`config.mk`:
```
export PLATFORM = sky130hd
export DESIGN_NAME = ibc_sequencer
export DESIGN_NICKNAME = d
export VERILOG_FILES = /design/src/pkg/ibc_pkg.sv /design/src/ibc_bus_front.sv /design/src/ibc_sequencer.sv
export SDC_FILE = /design/constraint.sdc
export NUM_CORES = 1
export LEC_CHECK = 0
export BUFFER_PORTS_ARGS = -buffer_cell sky130_fd_sc_hd__clkbuf_2
export CORE_ASPECT_RATIO = 1.25
export CORE_MARGIN = 10
export CORE_UTILIZATION = 35
export DETAILED_ROUTE_END_ITERATION = 7
export MAX_ROUTING_LAYER = met4
export SYNTH_ARGS = -nofsm -noshare
export SYNTH_HDL_FRONTEND = slang
export SYNTH_HIERARCHICAL = 1
export SYNTH_SLANG_ARGS = --single-unit
```
`constraint.sdc`:
```
create_clock -name clk_sys -period 2.7 [get_ports clk_sys]
set_input_delay 0.27 -clock clk_sys [delete_from_list [all_inputs] [get_ports clk_sys]]
set_output_delay 0.27 -clock clk_sys [all_outputs]
set_load 0.03 [all_outputs]
```
`src/pkg/ibc_pkg.sv`:
```
/*
 * Shared constants and types of the bridge command sequencer: command codes,
 * register selectors, reset values, sequencer states and carrier structs.
 * Assumes that every user writes ibc_pkg::name and imports nothing.
 */
package ibc_pkg;

    // Command codes taken as the first byte of a write access.
    localparam logic [7:0] CMD_BRIDGE_RESET = 8'hF0;
    localparam logic [7:0] CMD_POINTER_SELECT = 8'hE1;
    localparam logic [7:0] CMD_CONFIG_WRITE = 8'hD2;
    localparam logic [7:0] CMD_LINE_RESET = 8'hB4;
    localparam logic [7:0] CMD_LINE_SINGLE_BIT = 8'h87;
    localparam logic [7:0] CMD_LINE_WRITE_BYTE = 8'hA5;
    localparam logic [7:0] CMD_LINE_READ_BYTE = 8'h96;
    localparam logic [7:0] CMD_SEARCH_TRIPLET = 8'h78;

    // Read pointer selectors.
    localparam logic [7:0] SEL_STATUS = 8'hF0;
    localparam logic [7:0] SEL_READ_DATA = 8'hE1;
    localparam logic [7:0] SEL_CONFIG = 8'hC3;

    // Reset values, bit count per byte and write byte indices.
    localparam logic [7:0] CONFIG_RESET = 8'h00;
    localparam logic [7:0] PARAM_NONE = 8'h00;
    localparam logic [3:0] BITS_PER_BYTE = 4'h8;
    localparam logic [1:0] IDX_CMD = 2'h0;
    localparam logic [1:0] IDX_PARAM = 2'h1;
    localparam logic [1:0] IDX_EXTRA = 2'h2;

    typedef enum logic [2:0] {
        S_IDLE,
        S_RX,
        S_ACK,
        S_TX,
        S_MACK
    } ibc_state_e;

    // One request to the downstream line engine.
    typedef struct packed {
        logic [7:0] code;
        logic [7:0] param;
    } ibc_line_req_s;

    // Bus events seen by the front end, all one-cycle pulses except sda.
    typedef struct packed {
        logic rise;
        logic fall;
        logic start;
        logic stop;
        logic sda;
    } ibc_bus_ev_s;

endpackage

```
`src/ibc_bus_front.sv`:
```
/*
 * Serial bus front end: synchronises clock, data and address pins and
 * reports clock edges and start and stop conditions as one-cycle pulses.
 * Assumes the system clock is far faster than the serial clock.
 */
`timescale 1ns/1ps

module ibc_bus_front (
    input wire logic clk_sys,
    input wire logic rst_n,
    input wire logic scl_i,
    input wire logic sda_i,
    input wire logic [1:0] addr_pins,
    output ibc_pkg::ibc_bus_ev_s ev,
    output logic [1:0] addr_s
);
    logic [1:0] scl_meta;
    logic [1:0] sda_meta;
    logic [1:0] addr_meta;
    logic scl_s;
    logic sda_s;
    logic scl_d;
    logic sda_d;

    // The clock pin is only ever sampled; nothing here can hold it low.
    always_ff @(posedge clk_sys or negedge rst_n) begin
        if (!rst_n) begin
            scl_meta <= 2'h3;
            sda_meta <= 2'h3;
            addr_meta <= 2'h0;
            scl_s <= 1'b1;
            sda_s <= 1'b1;
            addr_s <= 2'h0;
            scl_d <= 1'b1;
            sda_d <= 1'b1;
        end else begin
            scl_meta <= {scl_meta[0], scl_i};
            sda_meta <= {sda_meta[0], sda_i};
            addr_meta <= addr_pins;
            scl_s <= scl_meta[1];
            sda_s <= sda_meta[1];
            addr_s <= addr_meta;
            scl_d <= scl_s;
            sda_d <= sda_s;
        end
    end

    assign ev.rise = scl_s && !scl_d;
    assign ev.fall = !scl_s && scl_d;
    assign ev.start = scl_s && scl_d && sda_d && !sda_s;
    assign ev.stop = scl_s && scl_d && !sda_d && sda_s;
    assign ev.sda = sda_s;

endmodule

```
`src/ibc_sequencer.sv`:
```
/*
 * Command sequencer of the serial-bus bridge: a byte-level bus slave that
 * decodes commands, keeps the read pointer and configuration byte, and
 * hands line requests to the downstream line engine.
 * Assumes the line engine raises line_busy_flag within a cycle of a request
 * and drives its status and read data on the same clock.
 */
`timescale 1ns/1ps

// Functional notes
// - Pointer select C3h acknowledged, selects configuration.
// - Undefined pointer selector byte is not acknowledged.
// - Line commands refused while line busy.
// - Every status byte carries the current busy flag.
// - Line reset outcome stands in status.
// - Selector E1h makes reads return line data.
// - Pointer select accepted while line is busy.
// - Triplet takes one parameter; outcome in status.
// - Serial clock is input only, never stretched.
// - Command codes decoded to fixed values.
// - Only valid commands and parameters are acknowledged.
// - Read pointer persists until the next select, configuration write or bridge reset.
module ibc_sequencer #(
    parameter int ADDR_HI = 12
) (
    input wire logic clk_sys,
    input wire logic rst_n,
    input wire logic scl_i,
    input wire logic sda_i,
    output logic sda_o,
    output logic sda_oe,
    input wire logic [1:0] addr_pins,
    input wire logic line_busy_flag,
    input wire logic [7:0] status_in,
    input wire logic [7:0] read_data_in,
    output logic line_req_valid,
    output ibc_pkg::ibc_line_req_s line_req,
    output logic bridge_reset_pulse,
    output logic [7:0] config_byte
);
    if (ADDR_HI < 0 || ADDR_HI > 31) begin : g_bad_addr
        $error("ADDR_HI must fit in five bits");
    end

    localparam logic [4:0] ADDR_TOP = 5'(ADDR_HI);

    function automatic logic sel_valid(input logic [7:0] b);
        sel_valid = (b == ibc_pkg::SEL_STATUS) || (b == ibc_pkg::SEL_READ_DATA)
            || (b == ibc_pkg::SEL_CONFIG);
    endfunction

    // Busy refusal applies to every command that starts line activity.
    function automatic logic wr_decide(input logic [1:0] idx, input logic [7:0] code,
                                       input logic [7:0] b, input logic busy);
        logic ok;
        ok = 1'b0;
        if (idx == ibc_pkg::IDX_CMD) begin
            case (b)
                ibc_pkg::CMD_BRIDGE_RESET, ibc_pkg::CMD_POINTER_SELECT: ok = 1'b1;
                ibc_pkg::CMD_CONFIG_WRITE, ibc_pkg::CMD_LINE_RESET,
                ibc_pkg::CMD_LINE_SINGLE_BIT, ibc_pkg::CMD_LINE_WRITE_BYTE,
                ibc_pkg::CMD_LINE_READ_BYTE, ibc_pkg::CMD_SEARCH_TRIPLET: ok = !busy;
                default: ok = 1'b0;
            endcase
        end else if (idx == ibc_pkg::IDX_PARAM) begin
            case (code)
                ibc_pkg::CMD_POINTER_SELECT: ok = sel_valid(b);
                ibc_pkg::CMD_CONFIG_WRITE, ibc_pkg::CMD_LINE_SINGLE_BIT,
                ibc_pkg::CMD_LINE_WRITE_BYTE, ibc_pkg::CMD_SEARCH_TRIPLET: ok = 1'b1;
                default: ok = 1'b0;
            endcase
        end
        wr_decide = ok;
    endfunction

    ibc_pkg::ibc_bus_ev_s ev;
    logic [1:0] addr_s;
    ibc_pkg::ibc_state_e state;
    ibc_pkg::ibc_state_e next_state;
    logic [3:0] bitcnt;
    logic [7:0] shift;
    logic addr_phase;
    logic rw;
    logic [1:0] wr_idx;
    logic [7:0] cmd;
    logic [7:0] ptr;

    ibc_bus_front u_front (
        .clk_sys(clk_sys),
        .rst_n(rst_n),
        .scl_i(scl_i),
        .sda_i(sda_i),
        .addr_pins(addr_pins),
        .ev(ev),
        .addr_s(addr_s)
    );

    wire byte_done = (state == ibc_pkg::S_RX) && (bitcnt == ibc_pkg::BITS_PER_BYTE) && ev.fall;
    wire addr_hit = (shift[7:1] == {ADDR_TOP, addr_s});
    wire take_wr = byte_done && !addr_phase;
    wire wr_ack = wr_decide(wr_idx, cmd, shift, line_busy_flag);
    wire ack_now = addr_phase ? addr_hit : wr_ack;
    wire accept = take_wr && wr_ack;
    wire at_cmd = (wr_idx == ibc_pkg::IDX_CMD);
    wire at_param = (wr_idx == ibc_pkg::IDX_PARAM);
    wire do_reset = accept && at_cmd && (shift == ibc_pkg::CMD_BRIDGE_RESET);
    wire launch_plain = accept && at_cmd && ((shift == ibc_pkg::CMD_LINE_RESET)
        || (shift == ibc_pkg::CMD_LINE_READ_BYTE));
    wire launch_param = accept && at_param && ((cmd == ibc_pkg::CMD_LINE_SINGLE_BIT)
        || (cmd == ibc_pkg::CMD_LINE_WRITE_BYTE) || (cmd == ibc_pkg::CMD_SEARCH_TRIPLET));
    wire sel_load = accept && at_param && (cmd == ibc_pkg::CMD_POINTER_SELECT);
    wire cfg_load = accept && at_param && (cmd == ibc_pkg::CMD_CONFIG_WRITE);
    wire tx_load = (state == ibc_pkg::S_ACK && ev.fall && rw)
        || (state == ibc_pkg::S_MACK && ev.fall);
    wire tx_last = (state == ibc_pkg::S_TX) && ev.fall && (bitcnt == ibc_pkg::BITS_PER_BYTE);

    // The busy flag is sampled at every status byte load, so a poll loop sees it fall.
    wire [7:0] status_byte = {status_in[7:1], line_busy_flag};
    wire [7:0] tx_byte = (ptr == ibc_pkg::SEL_READ_DATA) ? read_data_in
        : (ptr == ibc_pkg::SEL_CONFIG) ? config_byte : status_byte;

    // A refused byte drops the slave to idle; only a new start revives it.
    always_comb begin
        next_state = state;
        if (ev.stop) begin
            next_state = ibc_pkg::S_IDLE;
        end else if (ev.start) begin
            next_state = ibc_pkg::S_RX;
        end else begin
            unique case (state)
                ibc_pkg::S_IDLE: next_state = ibc_pkg::S_IDLE;
                ibc_pkg::S_RX: begin
                    if (byte_done) begin
                        next_state = ack_now ? ibc_pkg::S_ACK : ibc_pkg::S_IDLE;
                    end
                end
                ibc_pkg::S_ACK: begin
                    if (ev.fall) begin
                        next_state = rw ? ibc_pkg::S_TX : ibc_pkg::S_RX;
                    end
                end
                ibc_pkg::S_TX: begin
                    if (tx_last) begin
                        next_state = ibc_pkg::S_MACK;
                    end
                end
                ibc_pkg::S_MACK: begin
                    if (ev.rise && ev.sda) begin
                        next_state = ibc_pkg::S_IDLE;
                    end else if (ev.fall) begin
                        next_state = ibc_pkg::S_TX;
                    end
                end
            endcase
        end
    end

    always_ff @(posedge clk_sys or negedge rst_n) begin
        if (!rst_n) begin
            state <= ibc_pkg::S_IDLE;
            bitcnt <= 4'h0;
            shift <= 8'h00;
        end else begin
            state <= next_state;
            if (ev.start || (state == ibc_pkg::S_ACK && ev.fall) || tx_load) begin
                bitcnt <= 4'h0;
            end else if (ev.rise && (state == ibc_pkg::S_RX || state == ibc_pkg::S_TX)) begin
                bitcnt <= bitcnt + 4'h1;
            end
            if (tx_load) begin
                shift <= tx_byte;
            end else if (state == ibc_pkg::S_RX && ev.rise) begin
                shift <= {shift[6:0], ev.sda};
            end else if (state == ibc_pkg::S_TX && ev.fall && !tx_last) begin
                shift <= {shift[6:0], 1'b0};
            end
        end
    end

    // Open drain: the pin is only ever pulled low, and only by the enable.
    always_ff @(posedge clk_sys or negedge rst_n) begin
        if (!rst_n) begin
            sda_oe <= 1'b0;
        end else if (ev.start || ev.stop) begin
            sda_oe <= 1'b0;
        end else if (byte_done) begin
            sda_oe <= ack_now;
        end else if (tx_load) begin
            sda_oe <= !tx_byte[7];
        end else if (state == ibc_pkg::S_ACK && ev.fall) begin
            sda_oe <= 1'b0;
        end else if (state == ibc_pkg::S_TX && ev.fall) begin
            sda_oe <= tx_last ? 1'b0 : !shift[6];
        end
    end

    assign sda_o = 1'b0;

    always_ff @(posedge clk_sys or negedge rst_n) begin
        if (!rst_n) begin
            addr_phase <= 1'b0;
            rw <= 1'b0;
            wr_idx <= ibc_pkg::IDX_CMD;
            cmd <= 8'h00;
        end else if (ev.start) begin
            addr_phase <= 1'b1;
            wr_idx <= ibc_pkg::IDX_CMD;
        end else if (byte_done) begin
            addr_phase <= 1'b0;
            rw <= addr_phase ? shift[0] : rw;
            wr_idx <= (addr_phase || wr_idx == ibc_pkg::IDX_EXTRA) ? wr_idx : wr_idx + 2'h1;
            cmd <= (take_wr && at_cmd) ? shift : cmd;
        end
    end

    // Pointer and configuration change only on an accepted write.
    always_ff @(posedge clk_sys or negedge rst_n) begin
        if (!rst_n) begin
            ptr <= ibc_pkg::SEL_STATUS;
            config_byte <= ibc_pkg::CONFIG_RESET;
        end else if (do_reset) begin
            ptr <= ibc_pkg::SEL_STATUS;
            config_byte <= ibc_pkg::CONFIG_RESET;
        end else if (sel_load) begin
            ptr <= shift;
        end else if (cfg_load) begin
            ptr <= ibc_pkg::SEL_CONFIG;
            config_byte <= shift;
        end
    end

    always_ff @(posedge clk_sys or negedge rst_n) begin
        if (!rst_n) begin
            line_req_valid <= 1'b0;
            bridge_reset_pulse <= 1'b0;
            line_req <= '0;
        end else begin
            line_req_valid <= launch_plain || launch_param;
            bridge_reset_pulse <= do_reset;
            if (launch_plain) begin
                line_req <= {shift, ibc_pkg::PARAM_NONE};
            end else if (launch_param) begin
                line_req <= {cmd, shift};
            end
        end
    end
endmodule

```
==> impl_metrics.tcl, run 1 <==
set metrics [dict create \
    netSwitchingPower_uw 940 \
    num_antenna_cells 0 \
    critPathMaxStageDelay_ns 0.62 \
    syn-cell-area_um2 3850 \
    timing.setup.tns_ns 0 \
    clkSinkCount 74 \
    ioPinCount 51 \
    critPathKind "reg2reg" \
    max_clock_freq_mhz 392 \
    syn_to_final_growth_pct 17.8 \
    clkPwrFrac_pct 36.3 \
    grt-ovfl-total 0 \
    fin_ws_ns 0.151 \
    antenna_found_initial 0 \
    synth_commonest_cells "dfrtp_1, nor2_1, nand2_1" \
    combPwrFrac_pct 18.7 \
    clk_pin_slew_ns 0.06 \
    core_um2 10700 \
    die_h_um 137 \
    power_frac_seq_pct 45.0 \
    crit_top_cell "or4_4" \
    crit_arrival_ns 2.83 \
    post-cts-setup-buffers 0 \
    num_rows 42 \
    layout-drive-gt1-share_pct 26.3 \
    routed_wl_um 9370 \
    clock-root-buffer "clkbuf_16" \
    r2r_end "ptr[7]$_DFFE_PN1P_" \
    path_depth 7 \
    cp.required_ns 2.98 \
    crit_path_start_kind "flip-flop" \
    status "finished clean" \
    ys_async_sr_fraction_pct 100 \
    dpl.hpwl_um 6750 \
    synthMostInstantiatedCell "dfrtp_1" \
    finalCritPeriodShare_pct 94.4 \
    p_leak_uw 0.00225 \
    num-fill-cells 1032 \
    relSlewSlack_pct 36.5 \
    cts_buffer_depth 2 \
    finalHoldViolCount 0 \
    vias 2959 \
    die_w_um 114 \
    dpl_worst_slack_ns 0.118 \
    syn_inst 368 \
    setup_violations 0 \
    track_usage_pct 12.7 \
    r2r_cells 7 \
    synth_top_cell_by_area "dfrtp_1" \
    drt_iter0_drc 160 \
    htree_levels 3 \
    crit_path_start "u_front/scl_d$_DFF_PN1_" \
    synth_edf_count 0 \
    synth.area.top_cells "dfrtp_1, dfstp_2, mux2i_1, nor2_1, nand2_1" \
    ant_nets 0 \
    switching_share_pct 31.1 \
    cts_tree "done" \
    nets 452 \
    synth.net_count 396 \
    post_drt_wl_per_cell_um 16.7 \
    min_path_type "in2reg" \
    insertion_delay_ns 0.34 \
    grt_pass1_vias 3054 \
    port_buffers 48 \
    synth_flop_cell "dfrtp_1" \
    worst-path-buf-inv 1 \
    synth.top_cell.area_share_pct 40.3 \
    grt_pass1_wl_um 15600 \
    rr_startpoint "u_front/scl_d$_DFF_PN1_" \
    worst_pin_slew_ns 0.952 \
    start_util_pct 36.1 \
    maxCapViolations 0 \
    ys_types 64 \
    cp_slowest_cell "or4_4" \
    skew_ns 0.00517 \
    critPathTopFamily "simple AND/OR/NAND/NOR gates" \
    cts_buffers 9 \
    ys_seq_elements 74 \
    ir_worst_vdd_v 0.000384 \
    drc 0 \
    rsz0062_at_grt "false" \
    grt_max_degree 75 \
    place_congestion 0.885 \
    synth_area_per_cell_um2 10.5 \
    ys_warn_count 6 \
    first_pass_iters 4 \
    slew_violations 0 \
    cp-end-kind "flip-flop" \
    crit_fanout 11 \
    seq_area_frac_synth_pct 48.5 \
    endpoint "ptr[7]$_DFFE_PN1P_" \
    power_density_nw_per_um2 666 \
    avgViaCountPerCell 5.27 \
    finalCriticalPeriod_ns 2.55 \
    path_cells "nor2b_1 > nand4b_4 > or4_4 > or4_4 > clkinv_4 > or3_1 > mux2_2" \
    internal_power_uw 2080 \
    reg2reg_setup_slack_ns 0.15 \
    die_area_um2 15600 \
]
## registers in the layout, indices dropped and copies added, names as in the netlist, 3 cells and up
register     count
shift            8
ptr              8
state            3
bitcnt           4
config_byte      8
line_req        16
cmd              8
## area by class of cell
class                           instances  area [µm²]  area share, %
Tap cell                              132         165           3.64
Timing Repair Buffer                   66         380           8.39
Clock inverter                          7        46.3           1.02
Inverter                               12        50.0           1.10
Clock buffer                            9         225           4.97
Sequential cell                        74        1870           41.2
Multi-Input combinational cell        261        1800           39.7
## power by group through the flow
stage	registers [µW]	logic [µW]	clock network, µW
floorplan	1300	398	0
finish	1360	565	1100
CTS	1360	567	1120
global placement	1370	548	0
global route	1380	624	1170
detailed placement	1380	565	0
## placed cells by master (no fill, tap or decap), types with 10 or more instances in the layout
cell      count
mux2i_1      22
dfstp_2      12
nand3_1      10
dfrtp_1      62
inv_1        11
a21oi_1      15
o21ai_0      18
buf_4        18
nor2_1       39
nand2_1      27
clkbuf_2     47
## metal layers
metal	part of all wire (%)	vias to the layer above	track usage [%]	wire length, µm
met1	44	1456	14.3	4080
met3	2.9	8	2.31	267
met5	0	-	-	0
li1	-	1441	-	-
met4	1.4	0	5.44	127
met2	52	54	21.9	4890
## through the flow
step	utilization, %	total power, µW	hold slack (ns)	instances	instance area, µm²
after global routing	42.5	3170	0.00199	561	4530
after CTS	42.4	3050	0.00127	561	4530
after floorplan	-	1700	-0.0256	368	3850
final	42.5	3020	0.0149	561	4530
after detailed placement	39.8	1940	0.337	544	4250
after global placement	39.8	1920	0.334	544	4250
## worst min path at each step
| stage | start | endpoint | slack (ns) | cells past startpoint |
|---|---|---|---|---|
| final | scl_i | u_front/scl_meta[0]$_DFF_PN1_ | 0.01 | 1 |
| after global placement | u_front/addr_meta[1]$_DFF_PN0_ | u_front/addr_s[1]$_DFF_PN0_ | 0.33 | 0 |
| after floorplan | rst_n | addr_phase$_DFFE_PN0P_ | -0.03 | 0 |
| after detailed placement | u_front/addr_meta[1]$_DFF_PN0_ | u_front/addr_s[1]$_DFF_PN0_ | 0.34 | 0 |
| after CTS | scl_i | u_front/scl_meta[0]$_DFF_PN1_ | 0.001 | 1 |
| after global routing | scl_i | u_front/scl_meta[0]$_DFF_PN1_ | 0.002 | 1 |
## logic make-up after synthesis
kind of cell | after synthesis | synth area share [%]
xor+xnor | 6 | 1.36
flops | 74 | 48.5
mux | 30 | 8.06
fa+ha+maj | 5 | 1.62
other cells | 1 | 0.0974
simple gates | 141 | 21.5
buf+inv | 33 | 4.91
compound gates | 78 | 13.9
## worst reg2reg max path: stages (launching register included)
cell      delay, ns
dfstp_2        0.54
nor2b_1        0.26
nand4b_4       0.14
or4_4          0.55
or4_4          0.62
clkinv_4       0.14
or3_1          0.12
mux2_2         0.13
## timing repair
action,4_1_cts,5_1_grt
endpoints found under the setup margin,0,15
hold buffers,1,0
resized for setup,0,1
endpoints found under the hold margin,1,0
Power figures use the tool's default switching activity.
==> run 2, diff against run 1 <==
--- a/config.mk
+++ b/config.mk
@@ -11,6 +11,7 @@
 export CORE_UTILIZATION = 35
 export DETAILED_ROUTE_END_ITERATION = 7
 export MAX_ROUTING_LAYER = met4
+export SETUP_SLACK_MARGIN = 0.5
 export SYNTH_ARGS = -nofsm -noshare
 export SYNTH_HDL_FRONTEND = slang
 export SYNTH_HIERARCHICAL = 1
==> run 2 against run 1 <==
Combinational power grew 20%. Register-to-register slack improved by 0.22 ns. First-iteration DRC count shrank 31%. Sequential share of layout area down 2.7 points. Sequential power about the same. Final area grew 7.3%. Sequential cell count unchanged. Clock skew hardly changed. Global-route usage down 0.51 points. Fmax is 9.7% higher. Clock power grew 7%. Largest cell class is now multi-input combinational cells.
==> impl_metrics.tcl, run 2 (synthesis gave the netlist of run 1 again) <==
set metrics [dict create \
    cp-end-kind "flip-flop" \
    power_frac_seq_pct 42.0 \
    dpl_worst_slack_ns 0.176 \
    rr_startpoint "u_front/scl_d$_DFF_PN1_" \
    maxCapViolations 0 \
    routed_wl_um 9550 \
    crit_arrival_ns 2.54 \
    grt_pass1_vias 3082 \
    grt_max_degree 75 \
    crit_path_start_kind "flip-flop" \
    grt_pass1_wl_um 15000 \
    num_rows 42 \
    largest_reg_flops 16 \
    ioPinCount 51 \
    worstHoldStart "sda_i" \
    fin_hold_ws_ns 0.0130 \
    internal_power_uw 2260 \
    post-route-util_pct 45.6 \
    status "finished clean" \
    clkSinkCount 74 \
    die_w_um 114 \
    track_usage_pct 12.2 \
    cts_tree "done" \
    crit_top_cell "or4_4" \
    netSwitchingPower_uw 953 \
    placed_cells 544 \
    reg2reg_setup_slack_ns 0.38 \
    clkPwrFrac_pct 36.8 \
    cp.required_ns 2.92 \
    num_antenna_cells 0 \
    regMostFlops "line_req" \
    critPathMaxStageDelay_ns 0.58 \
    nets 469 \
    antenna_found_initial 0 \
    clk_pin_slew_ns 0.06 \
    grt-ovfl-total 0 \
    finalHoldViolCount 0 \
    rsz0062_at_grt "true" \
    instances_no_fill 578 \
    avgViaCountPerCell 5.31 \
    worst_pin_slew_ns 0.926 \
    post_drt_wl_per_cell_um 16.5 \
    place_congestion 0.888 \
    fin_ws_ns 0.376 \
    drc 0 \
    port_buffers 48 \
    min_path_type "in2reg" \
    slew_violations 0 \
    finalCriticalPeriod_ns 2.32 \
    clock-root-buffer "clkbuf_16" \
    htree_levels 3 \
    start_util_pct 36.1 \
    cp_slowest_cell "or4_4" \
    syn_to_final_growth_pct 26.4 \
    die_area_um2 15600 \
    cts_hold_repair.buffers 0 \
    cts_buffer_depth 2 \
    critPathTopFamily "simple AND/OR/NAND/NOR gates" \
    first_pass_iters 4 \
    final_common_cell "dfrtp_1" \
    power_density_nw_per_um2 660 \
    ant_nets 0 \
    max_clock_freq_mhz 430 \
    path_cells "nor2b_4 > nand4b_4 > or4_4 > or4_4 > buf_12 > nand2_1 > o21ai_1" \
    ir_worst_vdd_v 0.000395 \
    setup_violations 0 \
    insertion_delay_ns 0.34 \
    dpl.hpwl_um 6620 \
    layout-drive-gt1-share_pct 35.7 \
    switching_share_pct 29.7 \
    cts_buffers 9 \
    relSlewSlack_pct 38.3 \
    crit_fanout 5 \
    die_h_um 137 \
    finalCritPeriodShare_pct 86.1 \
    combPwrFrac_pct 21.2 \
    core_um2 10700 \
    critPathKind "reg2reg" \
    crit_path_start "u_front/scl_d$_DFF_PN1_" \
    p_leak_uw 0.00241 \
    timing.setup.tns_ns 0 \
    skew_ns 0.00531 \
    worst-path-buf-inv 1 \
    mostFrequentLayoutCells "dfrtp_1, clkbuf_2, nor2_1, buf_4, nand2_1" \
    drt_iter0_drc 111 \
    vias 3069 \
]
## run 2: cell count changes in the layout (fill, tap and decap cells not counted), moves of 4 or more
cell and change:
buf_4 +12, o21ai_0 -6, dfrtp_1 -5, dfrtp_2 +5
nand2_1 -4, nor2_1 -4
## run 2: layout make-up
class | count | area, µm²
multi-input combinational | 261 | 1920
tap | 132 | 165
clock buffer | 9 | 225
inverter | 12 | 57.6
clock inverter | 7 | 70.1
timing repair buffer | 83 | 554
sequential | 74 | 1870
fill | 1012 | 5800
## run 2: per-layer routing
layer  vias up  share of wire, %  global-route usage, %
li1       1475                 -                      -
met1      1538                44                   13.9
met2        45                52                   20.4
met3        11               2.1                   2.65
met4         0               1.8                   5.16
met5         -                 0                      -
## run 2: timing repair
item | 4_1_cts | 5_1_grt
pin swaps | 8 | 6
gates cloned | 0 | 2
resized for setup | 11 | 33
setup buffers | 10 | 6
endpoints found under the setup margin | 48 | 40
## run 2: final timing paths
path / end / cells after the start
worst min register to register: u_front/addr_s[1]$_DFF_PN0_ / 0
worst max register to register: config_byte[1]$_DFFE_PN0P_ / 7
min in group asynchronous: line_req[4]$_DFFE_PN0P_ / 1
max in group asynchronous: shift[1]$_DFFE_PN0P_ / 1
worst min-delay path: u_front/sda_meta[0]$_DFF_PN1_ / 1
worst max-delay path: config_byte[1]$_DFFE_PN0P_ / 7
## run 2: per-stage QoR
| stage | area (µm²) | total power [µW] |
|---|---|---|
| 2_1_floorplan | 3870 | 1700 |
| 3_3_place_gp | 4260 | 1940 |
| 3_5_place_dp | 4260 | 1950 |
| 4_1_cts | 4710 | 3170 |
| 5_1_grt | 4870 | 3370 |
| 6_report | 4870 | 3210 |
## run 2: power groups by stage
stage / combinational [µW] / clock (µW) / sequential, µW
2_1_floorplan: 400 / 0 / 1300
3_3_place_gp: 566 / 0 / 1370
3_5_place_dp: 577 / 0 / 1370
4_1_cts: 605 / 1210 / 1360
5_1_grt: 749 / 1260 / 1370
6_report: 680 / 1180 / 1350
